===== src/design/grir_regs.vh =====
// register offsets, field positions and reset values of the global reset and interrupt bank
// assumes an 8-bit address and 8-bit data register port
`ifndef GRIR_REGS_VH
`define GRIR_REGS_VH

`define GRIR_ADDR_W            8
`define GRIR_DATA_W            8

`define GRIR_OFF_GLOBAL_CTRL   8'hf0
`define GRIR_OFF_LIU_RESET     8'hf5
`define GRIR_OFF_FRM_RESET     8'hf6
`define GRIR_OFF_PART_CODE     8'hf8
`define GRIR_OFF_FRM_STATUS    8'hf9
`define GRIR_OFF_TST_STATUS    8'hfa
`define GRIR_OFF_LIU_STATUS    8'hfb
`define GRIR_OFF_FRM_MASK      8'hfc
`define GRIR_OFF_TST_MASK      8'hfd
`define GRIR_OFF_LIU_MASK      8'hfe

`define GRIR_BIT_RESET         0
`define GRIR_BIT_FLAG          0
`define GRIR_BIT_INHIBIT       0

`define GRIR_RST_VAL           8'h00
`define GRIR_UNMAPPED_VAL      8'h00

`endif


===== src/design/grir_sync2.v =====
// two-stage synchroniser for a group of level inputs
// assumes levels arriving from other clock domains or pins
`timescale 1ns/1ps
module grir_sync2 #(
  parameter W = 3
) (
  // clock and reset
  input  wire         clk_sys_in,
  input  wire         rst_b_in,
  // levels
  input  wire [W-1:0] async_in,
  output reg  [W-1:0] sync_out
);

  reg [W-1:0] meta_q;

  // first stage read only by second stage
  always @(posedge clk_sys_in or negedge rst_b_in) begin
    if (!rst_b_in) begin
      meta_q   <= {W{1'b0}};
      sync_out <= {W{1'b0}};
    end else begin
      meta_q   <= async_in;
      sync_out <= meta_q;
    end
  end

endmodule // grir_sync2


===== src/design/grir_top.v =====
// global reset and interrupt register bank of a single-channel line transceiver
// assumes a synchronous single-cycle register port on clk_sys_in; unit irq lines may be asynchronous
`timescale 1ns/1ps
`include "grir_regs.vh"
module grir_top #(
  parameter [4:0] PART_CODE    = 5'h15, // arbitrary neutral value
  parameter [2:0] DIE_REVISION = 3'h1   // arbitrary neutral value
) (
  // clock and reset
  input  wire                    clk_sys_in,
  input  wire                    rst_b_in,
  // register port
  input  wire                    reg_sel_in,
  input  wire                    reg_wr_in,
  input  wire [`GRIR_ADDR_W-1:0] reg_addr_in,
  input  wire [`GRIR_DATA_W-1:0] reg_wdata_in,
  output reg  [`GRIR_DATA_W-1:0] reg_rdata_out,
  output reg                     reg_rvalid_out,
  // unit interrupt requests, active high levels
  input  wire                    framer_irq_in,
  input  wire                    tester_irq_in,
  input  wire                    line_iface_irq_in,
  // unit resets, active high levels
  output reg                     line_iface_rst_out,
  output reg                     framer_tester_rst_out,
  // interrupt pin, active low
  output reg                     irq_out_n
);

  // software state
  reg line_iface_reset_bit_q;
  reg framer_reset_bit_q;
  reg framer_irq_enable_q;
  reg tester_irq_enable_q;
  reg line_iface_irq_enable_q;
  reg global_irq_inhibit_q;

  // status flags, live copies of unit irqs
  reg framer_irq_flag_q;
  reg tester_irq_flag_q;
  reg line_iface_irq_flag_q;

  wire [2:0] irq_sync;
  wire       wr_hit;
  wire       rd_hit;
  wire       irq_any;
  reg  [`GRIR_DATA_W-1:0] rdata_d;

  // unit irqs come from other logic, resynchronise before use
  grir_sync2 #(
    .W (3)
  ) u_sync (
    .clk_sys_in (clk_sys_in),
    .rst_b_in   (rst_b_in),
    .async_in   ({line_iface_irq_in, tester_irq_in, framer_irq_in}),
    .sync_out   (irq_sync)
  );

  assign wr_hit = reg_sel_in & reg_wr_in;
  assign rd_hit = reg_sel_in & ~reg_wr_in;

  // writable control bits; only bit 0 of each register is stored
  always @(posedge clk_sys_in or negedge rst_b_in) begin
    if (!rst_b_in) begin
      line_iface_reset_bit_q  <= 1'b0;
      framer_reset_bit_q      <= 1'b0;
      framer_irq_enable_q     <= 1'b0;
      tester_irq_enable_q     <= 1'b0;
      line_iface_irq_enable_q <= 1'b0;
      global_irq_inhibit_q    <= 1'b0;
    end else if (wr_hit) begin
      case (reg_addr_in)
        `GRIR_OFF_LIU_RESET: begin
          line_iface_reset_bit_q <= reg_wdata_in[`GRIR_BIT_RESET];
        end
        `GRIR_OFF_FRM_RESET: begin
          framer_reset_bit_q <= reg_wdata_in[`GRIR_BIT_RESET];
        end
        `GRIR_OFF_FRM_MASK: begin
          framer_irq_enable_q <= reg_wdata_in[`GRIR_BIT_FLAG];
        end
        `GRIR_OFF_TST_MASK: begin
          tester_irq_enable_q <= reg_wdata_in[`GRIR_BIT_FLAG];
        end
        `GRIR_OFF_LIU_MASK: begin
          line_iface_irq_enable_q <= reg_wdata_in[`GRIR_BIT_FLAG];
        end
        `GRIR_OFF_GLOBAL_CTRL: begin
          global_irq_inhibit_q <= reg_wdata_in[`GRIR_BIT_INHIBIT];
        end
        default: begin
          // writes to read-only or unmapped offsets are dropped
        end
      endcase
    end
  end

  // unit resets follow the stored bit: asserted on 0-to-1, held until a 0 is written
  always @(posedge clk_sys_in or negedge rst_b_in) begin
    if (!rst_b_in) begin
      line_iface_rst_out    <= 1'b0;
      framer_tester_rst_out <= 1'b0;
    end else begin
      line_iface_rst_out    <= line_iface_reset_bit_q;
      framer_tester_rst_out <= framer_reset_bit_q;
    end
  end

  // status flags track the units with no clear action, so an event shows only while its unit irq stays high
  always @(posedge clk_sys_in or negedge rst_b_in) begin
    if (!rst_b_in) begin
      framer_irq_flag_q     <= 1'b0;
      tester_irq_flag_q     <= 1'b0;
      line_iface_irq_flag_q <= 1'b0;
    end else begin
      framer_irq_flag_q     <= irq_sync[0];
      tester_irq_flag_q     <= irq_sync[1];
      line_iface_irq_flag_q <= irq_sync[2];
    end
  end

  // masked or of the three flags
  assign irq_any = (framer_irq_flag_q & framer_irq_enable_q)
                 | (tester_irq_flag_q & tester_irq_enable_q)
                 | (line_iface_irq_flag_q & line_iface_irq_enable_q);

  // pin driven from a flop; inhibit wins so software can silence it globally
  always @(posedge clk_sys_in or negedge rst_b_in) begin
    if (!rst_b_in) begin
      irq_out_n <= 1'b1;
    end else begin
      irq_out_n <= global_irq_inhibit_q | ~irq_any;
    end
  end

  // read mux; reserved bits read zero
  always @* begin
    rdata_d = `GRIR_UNMAPPED_VAL;
    case (reg_addr_in)
      `GRIR_OFF_GLOBAL_CTRL: rdata_d[`GRIR_BIT_INHIBIT] = global_irq_inhibit_q;
      `GRIR_OFF_LIU_RESET:   rdata_d[`GRIR_BIT_RESET]   = line_iface_reset_bit_q;
      `GRIR_OFF_FRM_RESET:   rdata_d[`GRIR_BIT_RESET]   = framer_reset_bit_q;
      `GRIR_OFF_PART_CODE:   rdata_d = {PART_CODE, DIE_REVISION};
      `GRIR_OFF_FRM_STATUS:  rdata_d[`GRIR_BIT_FLAG]    = framer_irq_flag_q;
      `GRIR_OFF_TST_STATUS:  rdata_d[`GRIR_BIT_FLAG]    = tester_irq_flag_q;
      `GRIR_OFF_LIU_STATUS:  rdata_d[`GRIR_BIT_FLAG]    = line_iface_irq_flag_q;
      `GRIR_OFF_FRM_MASK:    rdata_d[`GRIR_BIT_FLAG]    = framer_irq_enable_q;
      `GRIR_OFF_TST_MASK:    rdata_d[`GRIR_BIT_FLAG]    = tester_irq_enable_q;
      `GRIR_OFF_LIU_MASK:    rdata_d[`GRIR_BIT_FLAG]    = line_iface_irq_enable_q;
      default:               rdata_d = `GRIR_UNMAPPED_VAL;
    endcase
  end

  // registered read answer, one cycle after the request
  always @(posedge clk_sys_in or negedge rst_b_in) begin
    if (!rst_b_in) begin
      reg_rdata_out  <= `GRIR_RST_VAL;
      reg_rvalid_out <= 1'b0;
    end else begin
      reg_rvalid_out <= rd_hit;
      if (rd_hit) begin
        reg_rdata_out <= rdata_d;
      end
    end
  end

endmodule // grir_top


===== config.mk =====
export PLATFORM = sky130hd
export DESIGN_NAME = grir_top
export DESIGN_NICKNAME = d
export VERILOG_FILES = /design/src/design/grir_sync2.v /design/src/design/grir_top.v
export VERILOG_INCLUDE_DIRS = /design/src /design/src/design
export SDC_FILE = /design/constraint.sdc
export NUM_CORES = 1
export LEC_CHECK = 0
export ABC_AREA = 1
export BUFFER_PORTS_ARGS = -buffer_cell sky130_fd_sc_hd__buf_4
export CAP_MARGIN = 20
export CORE_MARGIN = 4
export CORE_UTILIZATION = 30
export DETAILED_ROUTE_END_ITERATION = 10
export PLACE_DENSITY = 0.58
export SLEW_MARGIN = 20
export SYNTH_ARGS = -nofsm -noshare
export SYNTH_HDL_FRONTEND = slang
export SYNTH_SLANG_ARGS = --single-unit

===== constraint.sdc =====
create_clock -name clk_sys_in -period 1 [get_ports clk_sys_in]
set_input_delay 0.2 -clock clk_sys_in [delete_from_list [all_inputs] [get_ports clk_sys_in]]
set_output_delay 0.2 -clock clk_sys_in [all_outputs]
set_load 0.005 [all_outputs]

### After elaboration in Yosys (flattened, before gate mapping)

Cells that the tools add are included.

* flip-flop bits (word level): 27
* input bits: 23

* bitwise logic cells: 10
* eq/ne operators: 10
* multiplexer cells: 2
* reductions and logical operators: 6

Operators with widths (number)
* 8-bit equality test (second input constant): 10
* 2-bit AND reduction: 6
* 1-bit case mux with 10 select lines: 1
* 7-bit two-way mux: 1
* 1-bit bitwise AND: 5
* 1-bit OR: 3
* 1-bit inverter: 2

### Logic depth before layout (Yosys ltp)

Gate-level depths: netlist (run 1).

* word-level depth: 5
* gate-level depth with buffers: 9
* depth with buffers taken out: 9

### Modules after synthesis

Synthesis (run 1) repeated with hierarchy kept, for this count alone.

* cells, all modules: 107
* area total of the unflattened synthesis: 935.9 sq um

By module, submodules not included
* grir_top: area an instance 785.8 sq um, seq. area each 376.6 sq um, times used 1, cells an instance 101
* grir_sync2: area an instance 150.1 sq um, seq. area each 150.1 sq um, times used 1, cells an instance 6

### Worst setup path before layout (run 1)

OpenSTA, ideal clock, no wires.

* path kind: in2reg
* start: input port reg_addr_in[6]
* end: register reg_rdata_out[0]
* buffers on the path: 1
* setup time: 116 ps
* required time: 884 ps
* data arrival time: 800 ps
* slack: 84 ps
* stages on the path: 9
* cell sequence: nand2_1 -> nor2_4 -> buf_6 -> nand3_1 -> nand3_1 -> nor2_1 -> nand2_1 -> nand2_1 -> nand2_1

* longest elaborated chain between the ends: 2

RTL lines
* from (decl): line grir_top.v:15 `` input wire [`GRIR_ADDR_W-1:0] reg_addr_in, ``
* 8-bit equality test: line grir_top.v:139 `case (reg_addr_in)`
* 1-bit case mux with 10 select lines *: line grir_top.v:139
* to (signal assigned): line grir_top.v:157 `` reg_rdata_out <= `GRIR_RST_VAL; ``
* to (signal assigned): line grir_top.v:162 `reg_rdata_out <= rdata_d;`
* to (decl): line grir_top.v:17 `` output reg [`GRIR_DATA_W-1:0] reg_rdata_out, ``

Every way passes the cells marked *; elsewhere a longest branch is shown, timed or not.
A chain may end at the register's enable or synchronous reset.

### Worst setup path after layout (run 1)

* start: register irq_out_n
* end: output port irq_out_n

RTL lines
* from (decl): line grir_top.v:27 `output reg irq_out_n`
* from (signal assigned): line grir_top.v:132 `irq_out_n <= global_irq_inhibit_q | ~irq_any;`

No word-level cell between the ends.

==> results of run 1 <==
-- layer usage --
layer | global-route usage (%) | part of all wire, % | vias to the layer above
met3 | 2.842 | 6.3 | 4
met4 | 5.660 | 2.0 | 0
li1 | - | - | 386
met1 | 10.50 | 43 | 347
met2 | 14.73 | 49 | 25
met5 | 0 | 0 | -
-- power breakdown --
group	internal (mW)	switching (mW)	leakage, nW
combinational	0.0893	0.0857	0.338
sequential	0.881	0.0156	0.266
clock	0.155	0.215	0.0150
-- synth_stat cells --
library cell  count  share of area, %
buf_4             6               4.9
nand2_2           1              0.68
nand3_1          11               6.0
nand2_1          26                11
buf_6             1               1.2
conb_1            1              0.41
nor2_1           11               4.5
nor2_4            2               2.4
o21ai_1           2               1.1
nand4_1           6               4.1
o21ai_0           5               2.7
inv_1             9               3.7
dfstp_2           1               2.8
dfrtp_1          20                54
a31o_2            1              0.95
-- cell families after synthesis --
| logic type | synth area share (%) |
|---|---|
| simple gates | 28.15 |
| flops | 56.97 |
| buf+inv | 9.742 |
| compound gates | 4.736 |
| other cells | 0.4056 |
-- cell type report --
class	instances	area share, %
flip-flops and latches	21	42.63
multi-input cells	69	25.76
repair buffers	32	23.64
well taps	31	3.131
inverters	9	2.727
clock buffers	4	2.121
-- what timing repair did --
item                       CTS  global route
setup endpoints to repair    8             9
hold endpoints to repair    23             0
resized for setup            8             1
pin swaps                    0             1
buffers inserted             0             3
hold buffers                 4             0
-- final timing paths --
path,cells past startpoint,end
worst max-delay path,1,irq_out_n
worst min-delay path,2,reg_rvalid_out
worst max register to register,6,reg_rdata_out[0]
worst min register to register,0,u_sync.sync_out[1]
max in group asynchronous,2,irq_out_n
min in group asynchronous,2,u_sync.meta_q[2]
==> results by group, run 1 <==
Cells and area
  – Final Util: 43.42%
  – Sequential cell area: approximately 530 um^2
  – Commonest non-fill, non-tap cell in the layout: nand2_1
  – Commonest cells after routing, fill and taps aside: nand2_1, dfrtp_1, buf_4
  – Fill count: ~270
  – Top Registers: u_sync.meta_q x3, u_sync.sync_out x3, reg_rdata_out x2
  – Final cell count without fillers: around 170
  – P&R area growth vs syn: 33.97%
  – Final #Nets: between 150 and 200
  – Share of layout cells above drive strength 1: a little over a quarter
  – Antenna cells: 0
  – Post-route cell area: around 1200 um^2
  – Multi-input gate area: 319.1 um^2

Worst setup path
  – Worst path arrival time: 910 ps
  – Crit path max-delay family: flip-flops
  – CP Capture Type: primary output
  – R2r startpoint: framer_irq_flag_q
  – Crit-path max cell delay: about 540 ps
  – Worst Setup SP: irq_out_n
  – Crit Path Class: reg2out
  – Reg2Reg Setup Slack: about 80 ps
  – Worst EP required: 800 ps
  – Startpoint Class: flop
  – Buffers plus inverters on the worst setup path: 1
  – Worst path cell trace: buf_6
  – Crit path max fanout: 1
  – CP max stage cell: dfstp_2

CTS
  – Max H-tree Level: 1
  – Clock Latency Late Sink: about 280 ps
  – Root Buffer: clkbuf_4
  – CTS tree: done
  – CTS Buf Count: 3
  – Maximum root-to-sink buffer count: 2
  – Clock transition at path regs: ~100 ps
  – Num Clock Sinks: 21

Logic synthesis
  – Syn Inst Count: roughly 100
  – Syn_area_per_cell: between 8 and 9 um^2
  – Synthesized cell area: between 900 and 1000 um^2
  – Distinct cells, synth: 15
  – Yosys reg bits: 21
  – Seq/Total Area, Yosys: 56.97%
  – Yosys warnings: 0

Timing
  – Crit share post-route: 110.9%
  – Fin. max-slew vios: 0
  – Fmax: about 900 MHz
  – Unrepaired setup endpoints after global routing: true
  – Total negative slack: -281.3 ps
  – Final hold violation count: 0
  – Clock Skew: about 1.6 ps
  – Minimum clock period: around 1100 ps
  – Final WS setup: -108.8 ps
  – Fin Hold WS: 84.01 ps
  – Setup violators final: 4

Drt
  – Vias per cell: roughly 4.6
  – Final ANT Viol Nets: 0
  – Total detailed-routing wirelength: between 1.5 and 2 mm
  – Initial drt markers: 15
  – DRC: 0
  – Wirelength per Cell: approximately 10 um
  – Pre-Repair DR Iteration Count: 4
  – DR vias: 762

Power and ir drop
  – Total Power: approximately 1.4 mW
  – Max VDD drop: 671.4 uV
  – Power per Cell Area: 1164 nW/um^2
  – Leak: roughly 0.62 nW

Placed design
  – PortBufs: 23
  – Dpl ws: -124.5 ps
  – Number of instances in the placed design: 155
  – DP Area: about 1100 um^2
  – DP HPWL: ~1.3 mm
  – GP Congestion: just over 0.8

Floorplan
  – Rows: 19
  – Initial core utilization: approximately a third
  – CORE AREA: roughly 2900 um^2
  – Die height: ~64 um
  – Die W: between 60 and 70 um
  – Die ar.: 4034 um^2
  – Ports: 35

Hold path
  – Hold crit path type: in2reg
  – Hold path startpoint: reg_wr_in

Global routing
  – Vias in the first global route: 737
  – Total grt overflow: 0
  – Largest net degree at the start of global routing: 22
  – Wire length of the first global-routing pass: 2.953 mm
  – Total track usage: a little over 9%
  – Antenna violations before repair: 0

Run status
  – Failing checks: negative setup slack
  – Outcome: complete, but fails checks

Job
  – Max-cap viol count: 0
No activity file was read; power rests on OpenSTA's default activity.
==> run 2: changes to the inputs <==
--- a/config.mk
+++ b/config.mk
@@ -11,6 +11,7 @@
 export CAP_MARGIN = 20
 export CORE_MARGIN = 4
 export CORE_UTILIZATION = 30
+export CTS_BUF_LIST = sky130_fd_sc_hd__clkbuf_4 sky130_fd_sc_hd__clkbuf_8
 export DETAILED_ROUTE_END_ITERATION = 10
 export PLACE_DENSITY = 0.58
 export SLEW_MARGIN = 20
==> results by group, run 2 (synthesis results as in run 1) <==
Floorplan
  – Die height: 63.52 um (unchanged)
  – Rows: 19 (unchanged)
  – CORE AREA: 2853 um^2 (unchanged)
  – Die W: 63.52 um (unchanged)
  – Initial core utilization: 32.41% (unchanged)
  – Die ar.: 4034 um^2 (unchanged)
  – Ports: 35 (unchanged)

Power and ir drop
  – Power per Cell Area: 1191 nW/um^2 (was 1164 nW/um^2)
  – Leak: 0.6224 nW (was 0.6190 nW)
  – Max VDD drop: 675.4 uV (was 671.4 uV)

Cells and area
  – Share of layout cells above drive strength 1: 28.15% (was 27.41%)
  – Final #Nets: 159 (unchanged)
  – Multi-input gate area: 319.1 um^2 (unchanged)
  – Top Registers: u_sync.meta_q x3, u_sync.sync_out x3, reg_rdata_out x2 (unchanged)
  – Final cell count without fillers: 166 (unchanged)
  – Sequential cell area: 528.0 um^2 (unchanged)
  – P&R area growth vs syn: 34.37% (was 33.97%)
  – Fill count: 267 (was 268)
  – Commonest cells after routing, fill and taps aside: nand2_1, dfrtp_1, buf_4 (unchanged)
  – Antenna cells: 0 (unchanged)
  – Commonest non-fill, non-tap cell in the layout: nand2_1 (unchanged)

Drt
  – Final ANT Viol Nets: 0 (unchanged)
  – DR vias: 768 (was 762)
  – Wirelength per Cell: 10.46 um (was 10.34 um)
  – Pre-Repair DR Iteration Count: 4 (unchanged)
  – Vias per cell: 4.627 (was 4.590)
  – DRC: 0 (unchanged)
  – Total detailed-routing wirelength: 1.737 mm (was 1.716 mm)
  – Initial drt markers: 16 (was 15)

Worst setup path
  – Startpoint Class: flop (unchanged)
  – Crit-path max cell delay: 540 ps (about the same)
  – Worst EP required: 800 ps (about the same)
  – Crit path max-delay family: flip-flops (unchanged)
  – CP Capture Type: primary output (unchanged)
  – Buffers plus inverters on the worst setup path: 1 (unchanged)
  – Worst path cell trace: buf_6 (unchanged)
  – Crit Path Class: reg2out (unchanged)
  – Crit path max fanout: 1 (unchanged)
  – CP max stage cell: dfstp_2 (unchanged)
  – Worst path arrival time: 920 ps (was 910 ps)

CTS
  – CTS Buf Count: 3 (unchanged)
  – Clock transition at path regs: 100 ps (about the same)
  – Maximum root-to-sink buffer count: 2 (unchanged)
  – Clock Latency Late Sink: 290 ps (was 280 ps)
  – CTS tree: done (unchanged)
  – Max H-tree Level: 1 (unchanged)
  – Num Clock Sinks: 21 (unchanged)
  – Root Buffer: clkbuf_4 (unchanged)

Timing
  – Clock Skew: 4.331 ps (was 1.601 ps)
  – Final WS setup: -119.0 ps (was -108.8 ps)
  – Setup violators final: 5 (was 4)
  – Final hold violation count: 0 (unchanged)
  – Unrepaired setup endpoints after global routing: true (unchanged)
  – Fin. max-slew vios: 0 (unchanged)
  – Crit share post-route: 111.9% (was 110.9%)
  – Minimum clock period: 1119 ps (was 1109 ps)
  – Fmax: 893.6 MHz (was 901.9 MHz)

Global routing
  – Antenna violations before repair: 0 (unchanged)
  – Vias in the first global route: 737 (unchanged)
  – GR Util met1: 10.50% (unchanged)
  – Wire length of the first global-routing pass: 2.960 mm (was 2.953 mm)
  – Met2 Usage GRT: 14.73% (unchanged)
  – Met3 usage: 2.842% (unchanged)
  – Total grt overflow: 0 (unchanged)
  – GR peak layer: met2 (unchanged)
  – Largest net degree at the start of global routing: 22 (unchanged)
  – Total track usage: 9.261% (was 9.149%)

Job
  – Max-cap viol count: 0 (unchanged)

Placed design
  – Number of instances in the placed design: 155 (unchanged)
  – PortBufs: 23 (unchanged)
  – DP HPWL: 1.332 mm (unchanged)
  – GP Congestion: 0.8193 (unchanged)
  – Dpl ws: -124.5 ps (unchanged)

Run status
  – Outcome: complete, but fails checks (unchanged)
  – Failing checks: negative setup slack (unchanged)

Hold path
  – Hold crit path type: in2reg (unchanged)
run 2: cell counts in the layout (fill, tap and decap cells not counted):
Identical to the previous run, type by type.
run 2: final cells by class:
class	instances	area share, %
Clock buffer	4	2.417
Tap cell	31	3.122
Inverter	9	2.719
Multi-Input combinational cell	69	25.68
Sequential cell	21	42.50
Timing Repair Buffer	32	23.57
run 2: stage by stage:
step	instance area [um^2]	setup TNS (ps)	power (mW)	hold slack, ps	util, %
after CTS	1219	-446.1	1.498	64.13	42.72
after global routing	1242	-735.8	1.575	63.12	43.55
after detailed placement	1119	-124.5	1.067	92.34	39.21
final	1242	-329.9	1.480	74.72	43.55
after floorplan	935.9	0	0.9794	-95.59	-
after global placement	1119	-110.7	1.062	93.78	39.21
run 2: final timing paths:
kind,endpoint,slack [ps],cells after the start,from
worst max-delay path,irq_out_n,-120,1,irq_out_n
worst min-delay path,reg_rvalid_out,70,2,reg_wr_in
worst max register to register,reg_rdata_out[0],80,6,framer_irq_flag_q
worst min register to register,u_sync.sync_out[1],360,0,u_sync.meta_q[1]
max in group asynchronous,irq_out_n,440,2,rst_b_in
min in group asynchronous,u_sync.meta_q[2],300,2,rst_b_in
run 2: what timing repair did:
| action | CTS | global route |
|---|---|---|
| pin swaps | 0 | 1 |
| hold buffers | 4 | 0 |
| resized for setup | 8 | 1 |
| setup endpoints to repair | 8 | 9 |
| setup buffers | 0 | 3 |
| endpoints found under the hold margin | 23 | 0 |
run 2: where the power goes:
group          leakage (nW)  internal [mW]  total [mW]  switching, mW
clock network        0.0184          0.182       0.408          0.226
logic                 0.338         0.0893       0.175         0.0857
registers             0.266          0.881       0.897         0.0155
run 2: routing by layer:
metal | up-vias | routed length, um
li1 | 387 | -
met1 | 346 | 743
met2 | 28 | 819
met3 | 7 | 111
met4 | 0 | 63
met5 | - | 0
